**config.mk**
```make
export PLATFORM = sky130hd
export DESIGN_NAME = rail_override_regs
export DESIGN_NICKNAME = d
export VERILOG_FILES = /design/src/rail_override_pkg.sv /design/src/rail_override_regs.sv
export SDC_FILE = /design/constraint.sdc
export NUM_CORES = 1
export LEC_CHECK = 0
export ABC_AREA = 1
export BUFFER_PORTS_ARGS = -buffer_cell sky130_fd_sc_hd__buf_2
export CORE_MARGIN = 2
export CORE_UTILIZATION = 43
export DETAILED_ROUTE_END_ITERATION = 8
export PLACE_DENSITY = 0.76
export SYNTH_ARGS = -nofsm -noshare
export SYNTH_HDL_FRONTEND = slang
export SYNTH_SLANG_ARGS = --single-unit
```
**constraint.sdc**
```tcl
create_clock -name clk -period 0.93 [get_ports clk]
set_input_delay 0.186 -clock clk [delete_from_list [all_inputs] [get_ports clk]]
set_output_delay 0.186 -clock clk [all_outputs]
set_load 0.005 [all_outputs]
```
**src/rail_override_pkg.sv**
```systemverilog
// Purpose: constants for the rail override / fault mask register pair
// Assumes: byte-wide registers reached by the internal I2C register port
// Notes:   reset values are the factory image of an all-zero part
package rail_override_pkg;

  // ==========================================================================
  // register offsets
  localparam logic [7:0] OVR_ADDR   = 8'hA1;
  localparam logic [7:0] FMASK_ADDR = 8'hA2;

  // ==========================================================================
  // reset values
  localparam logic [7:0] OVR_RESET   = 8'h00;
  localparam logic [7:0] FMASK_RESET = 8'h00;
  localparam logic [7:0] RDATA_RESET = 8'h00;

  // ==========================================================================
  // override register fields
  localparam int OUT1_LEVEL_BIT   = 4;   // out1..out4 levels at bits 4..7
  localparam int TERM_LDO_BIT     = 3;
  localparam int SHARED_RAIL_BIT  = 2;
  localparam int SWITCH_B1_BIT    = 1;
  localparam int LDO_A3_BIT       = 0;
  localparam int NUM_GP_OUT       = 4;

  // ==========================================================================
  // fault mask register fields
  localparam int BUCK_RAIL_1_MASK_BIT   = 0;   // buck rails 1..6 at bits 0..5
  localparam int NUM_BUCK         = 6;
  localparam int SWITCH_A1_MASK_BIT = 6;
  localparam int LDO_A2_MASK_BIT  = 7;
  localparam int NUM_FAULT        = 8;

  // ==========================================================================
  // rail enable output order
  localparam int EN_TERM_LDO      = 0;
  localparam int EN_SWITCH_B2     = 1;
  localparam int EN_LDO_A1        = 2;
  localparam int EN_SWITCH_B1     = 3;
  localparam int EN_LDO_A3        = 4;
  localparam int NUM_EN           = 5;

endpackage

```
**src/rail_override_regs.sv**
```systemverilog
// Purpose: override / output level register and first fault mask register,
//          with the rail enable, general output and shutdown logic they steer
// Assumes: the I2C slave front end presents one-cycle read/write strobes;
//          factory configuration and the disable register are inputs
// Notes:   all outputs are registered, so input changes land one clock later and register writes two clocks later
//
// Notes on behaviour
// - out 4 in I2C open-drain mode follows level bit 7, low or released.
// - outs 3..1 in I2C mode follow level bits 6..4, open-drain or push-pull.
// - outs not in I2C mode follow their power-good tree; level bit ignored.
// - bit 3 forces termination LDO on unless its permit bit is 0.
// - bit 2 forces the factory-selected switch B2 or LDO A1 on unless permit 0.
// - bit 1 forces load switch B1 on unless its permit bit is 0.
// - bit 0 forces LDO A3 on unless its permit bit is 0.
// - mask bits 0..5 at 1 stop buck rail 1..6 faults causing shutdown.
// - mask bits 7 and 6 do the same for LDO A2 and switch A1.
// - a permit bit at 0 holds its rail off whatever the control pins say.
module rail_override_regs (
  input  wire logic        clk,
  input  wire logic        arst_n,
  // register port from the I2C slave front end
  input  wire logic [7:0]  reg_addr,
  input  wire logic        reg_wr,
  input  wire logic [7:0]  reg_wdata,
  input  wire logic        reg_rd,
  output logic      [7:0]  reg_rdata,
  output logic             reg_rvalid,
  // factory configuration
  input  wire logic [3:0]  out_i2c_mode,
  input  wire logic [3:0]  out_push_pull,
  input  wire logic        shared_sel_ldo,
  // permit bits held in the disable register
  input  wire logic        term_ldo_permit,
  input  wire logic        shared_rail_permit,
  input  wire logic        switch_b1_permit,
  input  wire logic        ldo_a3_permit,
  // pin or power-good enable requests: term, shared, b1, a3
  input  wire logic [3:0]  rail_req,
  input  wire logic [3:0]  pg_tree,
  input  wire logic [7:0]  rail_fault,
  // outputs
  output logic      [4:0]  rail_en,
  output logic      [3:0]  gp_out_o,
  output logic      [3:0]  gp_out_oe,
  output logic             shutdown_req
);

  // ==========================================================================
  // register file
  logic [7:0] ovr_q;
  logic [7:0] ovr_d;
  logic [7:0] fmask_q;
  logic [7:0] fmask_d;
  logic [7:0] rdata_q;
  logic [7:0] rdata_d;
  logic       rvalid_q;
  logic       rvalid_d;

  always_comb begin
    ovr_d    = ovr_q;
    fmask_d  = fmask_q;
    rdata_d  = rdata_q;
    rvalid_d = reg_rd;
    if (reg_wr && reg_addr == rail_override_pkg::OVR_ADDR) begin
      ovr_d = reg_wdata;
    end
    if (reg_wr && reg_addr == rail_override_pkg::FMASK_ADDR) begin
      fmask_d = reg_wdata;
    end
    if (reg_rd) begin
      // unmapped offsets read as zero so the host sees a defined value
      unique case (reg_addr)
        rail_override_pkg::OVR_ADDR:   rdata_d = ovr_q;
        rail_override_pkg::FMASK_ADDR: rdata_d = fmask_q;
        default:                       rdata_d = 8'h00;
      endcase
    end
  end

  always_ff @(posedge clk or negedge arst_n) begin
    if (!arst_n) begin
      ovr_q    <= rail_override_pkg::OVR_RESET;
      fmask_q  <= rail_override_pkg::FMASK_RESET;
      rdata_q  <= rail_override_pkg::RDATA_RESET;
      rvalid_q <= 1'b0;
    end else begin
      ovr_q    <= ovr_d;
      fmask_q  <= fmask_d;
      rdata_q  <= rdata_d;
      rvalid_q <= rvalid_d;
    end
  end

  assign reg_rdata  = rdata_q;
  assign reg_rvalid = rvalid_q;

  // ==========================================================================
  // rail enables
  function automatic logic rail_on(input logic permit, input logic ovr, input logic req);
    rail_on = permit & (ovr | req);
  endfunction

  logic [4:0] en_q;
  logic [4:0] en_d;
  logic       shared_on;

  always_comb begin
    shared_on = rail_on(shared_rail_permit, ovr_q[rail_override_pkg::SHARED_RAIL_BIT],
                        rail_req[1]);
    en_d = '0;
    en_d[rail_override_pkg::EN_TERM_LDO] = rail_on(term_ldo_permit,
        ovr_q[rail_override_pkg::TERM_LDO_BIT], rail_req[0]);
    // the one override bit drives only the rail the factory fitted
    en_d[rail_override_pkg::EN_SWITCH_B2] = shared_on & ~shared_sel_ldo;
    en_d[rail_override_pkg::EN_LDO_A1]    = shared_on & shared_sel_ldo;
    en_d[rail_override_pkg::EN_SWITCH_B1] = rail_on(switch_b1_permit,
        ovr_q[rail_override_pkg::SWITCH_B1_BIT], rail_req[2]);
    en_d[rail_override_pkg::EN_LDO_A3] = rail_on(ldo_a3_permit,
        ovr_q[rail_override_pkg::LDO_A3_BIT], rail_req[3]);
  end

  always_ff @(posedge clk or negedge arst_n) begin
    if (!arst_n) begin
      en_q <= '0;
    end else begin
      en_q <= en_d;
    end
  end

  assign rail_en = en_q;

  // ==========================================================================
  // general purpose outputs
  logic [3:0] gp_o_q;
  logic [3:0] gp_o_d;
  logic [3:0] gp_oe_q;
  logic [3:0] gp_oe_d;

  always_comb begin
    logic lvl;
    logic pp;
    lvl = 1'b0;
    pp  = 1'b0;
    gp_o_d  = '0;
    gp_oe_d = '0;
    for (int i = 0; i < rail_override_pkg::NUM_GP_OUT; i++) begin
      // out 4 has no push-pull option
      pp  = (i == rail_override_pkg::NUM_GP_OUT - 1) ? 1'b0 : out_push_pull[i];
      lvl = out_i2c_mode[i] ? ovr_q[rail_override_pkg::OUT1_LEVEL_BIT + i]
                            : pg_tree[i];
      // open-drain high releases the pin and lets the pull-up do the work
      gp_o_d[i]  = pp ? lvl : 1'b0;
      gp_oe_d[i] = pp ? 1'b1 : ~lvl;
    end
  end

  always_ff @(posedge clk or negedge arst_n) begin
    if (!arst_n) begin
      gp_o_q  <= '0;
      gp_oe_q <= '0;
    end else begin
      gp_o_q  <= gp_o_d;
      gp_oe_q <= gp_oe_d;
    end
  end

  assign gp_out_o  = gp_o_q;
  assign gp_out_oe = gp_oe_q;

  // ==========================================================================
  // fault masking
  logic shut_q;
  logic shut_d;

  always_comb begin
    // bits 0..5 are the buck rails, 6 switch A1, 7 LDO A2 in one vector
    shut_d = |(rail_fault & ~fmask_q);
  end

  always_ff @(posedge clk or negedge arst_n) begin
    if (!arst_n) begin
      shut_q <= 1'b0;
    end else begin
      shut_q <= shut_d;
    end
  end

  assign shutdown_req = shut_q;

  // ==========================================================================
  // assertions
  a_term_enable: assert property (@(posedge clk) disable iff (!arst_n)
    1'b1 |=> rail_en[0] == $past(term_ldo_permit & (ovr_q[3] | rail_req[0])))
    else $error("termination LDO enable wrong");

  a_shared_select: assert property (@(posedge clk) disable iff (!arst_n)
    1'b1 |=> !(rail_en[1] && rail_en[2]) &&
      (rail_en[1] | rail_en[2]) == $past(shared_rail_permit & (ovr_q[2] | rail_req[1])))
    else $error("shared rail enable wrong");

  a_b1_enable: assert property (@(posedge clk) disable iff (!arst_n)
    (switch_b1_permit && ovr_q[1]) |=> rail_en[3])
    else $error("switch B1 not forced on");

  a_a3_enable: assert property (@(posedge clk) disable iff (!arst_n)
    (ldo_a3_permit && !ovr_q[0]) |=> rail_en[4] == $past(rail_req[3]))
    else $error("LDO A3 does not follow its request");

  a_permit_off: assert property (@(posedge clk) disable iff (!arst_n)
    !term_ldo_permit ##1 !term_ldo_permit |=> !rail_en[0] && !$past(rail_en[0]))
    else $error("rail on while not permitted");

  a_out4_level: assert property (@(posedge clk) disable iff (!arst_n)
    out_i2c_mode[3] |=> gp_out_oe[3] == !$past(ovr_q[7]) && !gp_out_o[3])
    else $error("out 4 does not follow its level bit");

  a_out_push_pull: assert property (@(posedge clk) disable iff (!arst_n)
    (out_i2c_mode[0] && out_push_pull[0]) |=> gp_out_oe[0] && gp_out_o[0] == $past(ovr_q[4]))
    else $error("out 1 push-pull level wrong");

  a_out_pg_tree: assert property (@(posedge clk) disable iff (!arst_n)
    (!out_i2c_mode[1] && !out_push_pull[1]) |=> gp_out_oe[1] == !$past(pg_tree[1]))
    else $error("out 2 does not follow its power-good tree");

  a_fault_mask: assert property (@(posedge clk) disable iff (!arst_n)
    (rail_fault[5] && !fmask_q[5]) |=> shutdown_req)
    else $error("unmasked buck fault did not shut down");

  a_fault_masked: assert property (@(posedge clk) disable iff (!arst_n)
    (rail_fault == 8'hC0 && fmask_q[7:6] == 2'h3) |=> !shutdown_req)
    else $error("masked fault caused shutdown");

  a_reg_readback: assert property (@(posedge clk) disable iff (!arst_n)
    reg_rd && reg_addr == rail_override_pkg::FMASK_ADDR |=> reg_rvalid && reg_rdata == $past(fmask_q))
    else $error("fault mask readback wrong");

  a_override_readback: assert property (@(posedge clk) disable iff (!arst_n)
    reg_rd && reg_addr == rail_override_pkg::OVR_ADDR |=> reg_rvalid && reg_rdata == $past(ovr_q))
    else $error("override readback wrong");

  a_rvalid_pulse: assert property (@(posedge clk) disable iff (!arst_n)
    !reg_rd |=> !reg_rvalid)
    else $error("read valid without a read strobe");

  a_b1_permit_off: assert property (@(posedge clk) disable iff (!arst_n)
    !switch_b1_permit |=> !rail_en[3])
    else $error("switch B1 on while not permitted");

  a_a3_permit_off: assert property (@(posedge clk) disable iff (!arst_n)
    !ldo_a3_permit |=> !rail_en[4])
    else $error("LDO A3 on while not permitted");

  a_shared_permit_off: assert property (@(posedge clk) disable iff (!arst_n)
    !shared_rail_permit |=> !rail_en[1] && !rail_en[2])
    else $error("shared rail on while not permitted");

  a_term_forced: assert property (@(posedge clk) disable iff (!arst_n)
    (term_ldo_permit && ovr_q[3]) |=> rail_en[0])
    else $error("termination LDO not forced on");

  a_b1_follow: assert property (@(posedge clk) disable iff (!arst_n)
    (switch_b1_permit && !ovr_q[1]) |=> rail_en[3] == $past(rail_req[2]))
    else $error("switch B1 does not follow its request");

  a_a3_forced: assert property (@(posedge clk) disable iff (!arst_n)
    (ldo_a3_permit && ovr_q[0]) |=> rail_en[4])
    else $error("LDO A3 not forced on");

  a_switch_b2_sel: assert property (@(posedge clk) disable iff (!arst_n)
    shared_sel_ldo |=> !rail_en[1])
    else $error("switch B2 on while LDO A1 selected");

  a_ldo_a1_sel: assert property (@(posedge clk) disable iff (!arst_n)
    !shared_sel_ldo |=> !rail_en[2])
    else $error("LDO A1 on while switch B2 selected");

  a_out4_open_drain: assert property (@(posedge clk) disable iff (!arst_n)
    1'b1 |=> !gp_out_o[3])
    else $error("out 4 driven high");

  a_out3_level: assert property (@(posedge clk) disable iff (!arst_n)
    (out_i2c_mode[2] && out_push_pull[2]) |=> gp_out_oe[2] && gp_out_o[2] == $past(ovr_q[6]))
    else $error("out 3 push-pull level wrong");

  a_out2_open_drain: assert property (@(posedge clk) disable iff (!arst_n)
    (out_i2c_mode[1] && !out_push_pull[1]) |=> !gp_out_o[1] && gp_out_oe[1] == !$past(ovr_q[5]))
    else $error("out 2 open-drain level wrong");

  a_out1_pg_level: assert property (@(posedge clk) disable iff (!arst_n)
    (!out_i2c_mode[0] && out_push_pull[0]) |=> gp_out_oe[0] && gp_out_o[0] == $past(pg_tree[0]))
    else $error("out 1 does not follow its power-good tree");

  a_out4_pg_tree: assert property (@(posedge clk) disable iff (!arst_n)
    !out_i2c_mode[3] |=> gp_out_oe[3] == !$past(pg_tree[3]))
    else $error("out 4 does not follow its power-good tree");

  a_all_masked: assert property (@(posedge clk) disable iff (!arst_n)
    ((rail_fault & ~fmask_q) == 8'h00) |=> !shutdown_req)
    else $error("shutdown without an unmasked fault");

  a_switch_a1_fault: assert property (@(posedge clk) disable iff (!arst_n)
    (rail_fault[6] && !fmask_q[6]) |=> shutdown_req)
    else $error("unmasked switch A1 fault did not shut down");

  a_ldo_a2_fault: assert property (@(posedge clk) disable iff (!arst_n)
    (rail_fault[7] && !fmask_q[7]) |=> shutdown_req)
    else $error("unmasked LDO A2 fault did not shut down");

endmodule

```
==> results.cfg <==
[timing]
slew_violations = 0
hold_violations = 0
whs_ps = 46.62
timing.final.setup_violations = 22
setup_ws_ps = -54.01
rsz0062_at_grt = yes
setup_tns_ps = -709.1
period_share_pct = 105.8
max_freq_ghz = 1.016
worst_clock_skew_ps = 8.792
layout_min_cycle_time_ps = 984.0

[clock_tree]
cts_tree = yes
tritoncts.num_buffers = 5
clkSinkCount = 38
ctsHtreeMaxLevel = 2
clock_transition_at_the_registers_of_the_reported_paths_ps = 70
number_of_buffers_on_the_longest_clock_path = 2
worst_skew_pair.late_latency_ps = 290
clk_root_buffer_cell = clkbuf_8

[grt]
met2_usage_pct = 28.68
grt_use_total_pct = 17.98
gr-total-overflow = 0
number_of_global_route_vias_before_repair = 1412
grt.busiest_layer = met2
grt_start_max_net_pins = 39
wire_length_of_the_first_global_routing_pass_um = 5996
grtUsageMet3_pct = 6.667
m1_gr_usage_pct = 21.77
number_of_antenna_violations_at_the_first_check_in_global_routing = 0

[pwr]
power.total_uw = 3400
irDropWorstVdd_v = 0.0008288
power_density_mw_per_mm2 = 1381
p_leak_uw = 0.001420

[hold_path]
holdCritPathClass = in2reg
origin_of_the_worst_min_delay_path = shared_sel_ldo
endpoint_worst_hold = rail_en[1]
hold-path-cell-count = 2

[worst_setup_path]
startpoint_type = flop
critical_path_required_ps = 740
cp.depth = 1
worst_path_max_delay_cell = dfrtp_1
timing.critical_path.cells = buf_2
critical-path-max-stage-delay_ps = 380
timing.reg2reg.setup_slack_ps = 50
timing.rr.end = shutdown_req
setup.worst_path.class = reg2out
cpLargestDelayFamily = flip-flops
critical_path.startpoint = reg_rdata[0]
startpoint_of_the_worst_register_to_register_path = fmask_q[0]
critical_path.endpoint_type = output port
reg2reg_depth = 4
critPathBufInv = 1
cp_data_arrival_time_ps = 800
critical_path.max_fanout = 2

[floorplan]
design.core.area_sq_mm = 0.003943
die-height_um = 67.64
io_pins = 72
dieWidth_um = 67.64
die_area_sq_mm = 0.004575
placement_rows = 23
floorplan.initialDensity_pct = 44.18

[outcome]
violations = setup timing
status = finished with violations

[detailed_routing]
final_antenna_net_count = 0
dr_total_vias = 1539
drt_iter0_drc = 47
post_route_drc = 0
detail_route.wirelength_um = 3522
number_of_iterations_in_the_first_detailed_routing_pass = 4
wire_per_inst_um = 10.51
post_drt_via_cell_ratio = 4.594

[yosys]
ys_seq_area_share_pct = 54.60
synthesis.area_per_instance_sq_um = 8.932
netlist-cell-type-count = 21
synth.yosys.warnings = 0
syn_nets = 244
synthCells = 195
synth.cell_area_sq_mm = 0.001742
postSynthRegisterBits = 38

[finish]
drive_gt1_share_pct = 45.26
layout-area-overhead-vs-synth_pct = 41.38
antennaDiodeCount = 0
finalCoreUtilization_pct = 62.46
layout.cells.non_filler = 335
finalNetCount = 335

[placement]
place_congestion = 0.7469
dp.cells = 318
place.detailed.hpwl_um = 2672
port_buffers = 69

[flow_run]
max_cap_violations = 0
[sequential cells by signal, summed over array words and instances, names as in the netlist]
name	count
fmask_q	8
reg_rdata	8
gp_out_o	3
gp_out_oe	4
reg_rvalid	1
ovr_q	8
rail_en	5
shutdown_req	1
[per-stage QoR]
| step | setup slack (ps) | area, sq um |
|---|---|---|
| 2_1_floorplan | -85.17 | 1807 |
| 3_3_place_gp | -209.2 | 2275 |
| 3_5_place_dp | -228.9 | 2275 |
| 4_1_cts | -68.25 | 2420 |
| 5_1_grt | -95.10 | 2462 |
| 6_report | -54.01 | 2462 |
[cell families (layout without fill, tap and decap cells)]
family                 Yosys count  in the layout  synth area share (%)
AO/OA/AOI/OAI                   25             25                 8.476
AND/OR/NAND/NOR                102            102                 28.95
other                            1              1                0.2153
flip-flops                      38             38                 54.60
buffers and inverters           29            119                 7.758
[per-layer routing]
metal / wire length, um / part of all wire [%]
met4: 66 / 1.9
met3: 284 / 8.1
met2: 1679 / 48
met1: 1492 / 42
met5: 0 / 0
[repair_timing]
action	in CTS	in global routing
pin swaps	0	3
endpoints found under the setup margin	24	26
hold buffers	1	0
gates resized for setup	1	12
hold endpoints to repair	38	0
buffers inserted	7	3
[cells in the mapped netlist]
| cell | instances | area [sq um] |
|---|---|---|
| buf_4 | 2 | 15.01 |
| or2_2 | 3 | 18.77 |
| nand2_4 | 2 | 22.52 |
| nand3_1 | 16 | 80.08 |
| clkbuf_1 | 1 | 3.750 |
| inv_1 | 24 | 90.09 |
| nand2_1 | 62 | 232.7 |
| nand4_1 | 1 | 6.260 |
| nor2_4 | 3 | 33.78 |
| o21ai_2 | 4 | 35.03 |
| buf_6 | 1 | 11.26 |
| conb_1 | 1 | 3.750 |
| a21oi_1 | 1 | 5.000 |
| nand2_2 | 7 | 43.79 |
| nand3b_1 | 1 | 7.510 |
| nor2_1 | 5 | 18.77 |
| o21a_1 | 3 | 22.52 |
| o21ai_0 | 17 | 85.08 |
| buf_8 | 1 | 15.01 |
| nor2_8 | 2 | 40.04 |
| dfrtp_1 | 38 | 950.9 |
[final cells by class]
type	instances	area, sq um
multi-input combinational	128	704.4
tap	50	62.56
fill	351	1480
sequential	38	950.9
clock buffer	6	82.58
timing repair buffer	89	535.5
inverter	24	126.4
[cell usage in the layout, fill, tap and decap left out, types with 6 or more instances in the layout]
master	count
buf_2	69
nand2_1	58
dfrtp_1	38
inv_1	16
nand3_1	16
buf_4	16
nand2_2	8
o21ai_1	8
o21ai_0	7
o21ai_2	6
clkbuf_8	6
[worst max-delay path by stage]
stage | endpoint | slack (ps)
final | reg_rdata[0] | -50
after floorplan | fmask_q[0] | -90
after CTS | reg_rdata[0] | -70
after global routing | reg_rdata[0] | -100
after global placement | fmask_q[0] | -210
after detailed placement | fmask_q[1] | -230
[power breakdown]
| part | internal (uW) | switching [uW] | leakage, uW |
|---|---|---|---|
| Sequential | 1750 | 43.3 | 0.000451 |
| Combinational | 239 | 246 | 0.000926 |
| Clock | 571 | 553 | 0.0000431 |
No activity file was read; power rests on OpenSTA's default activity.
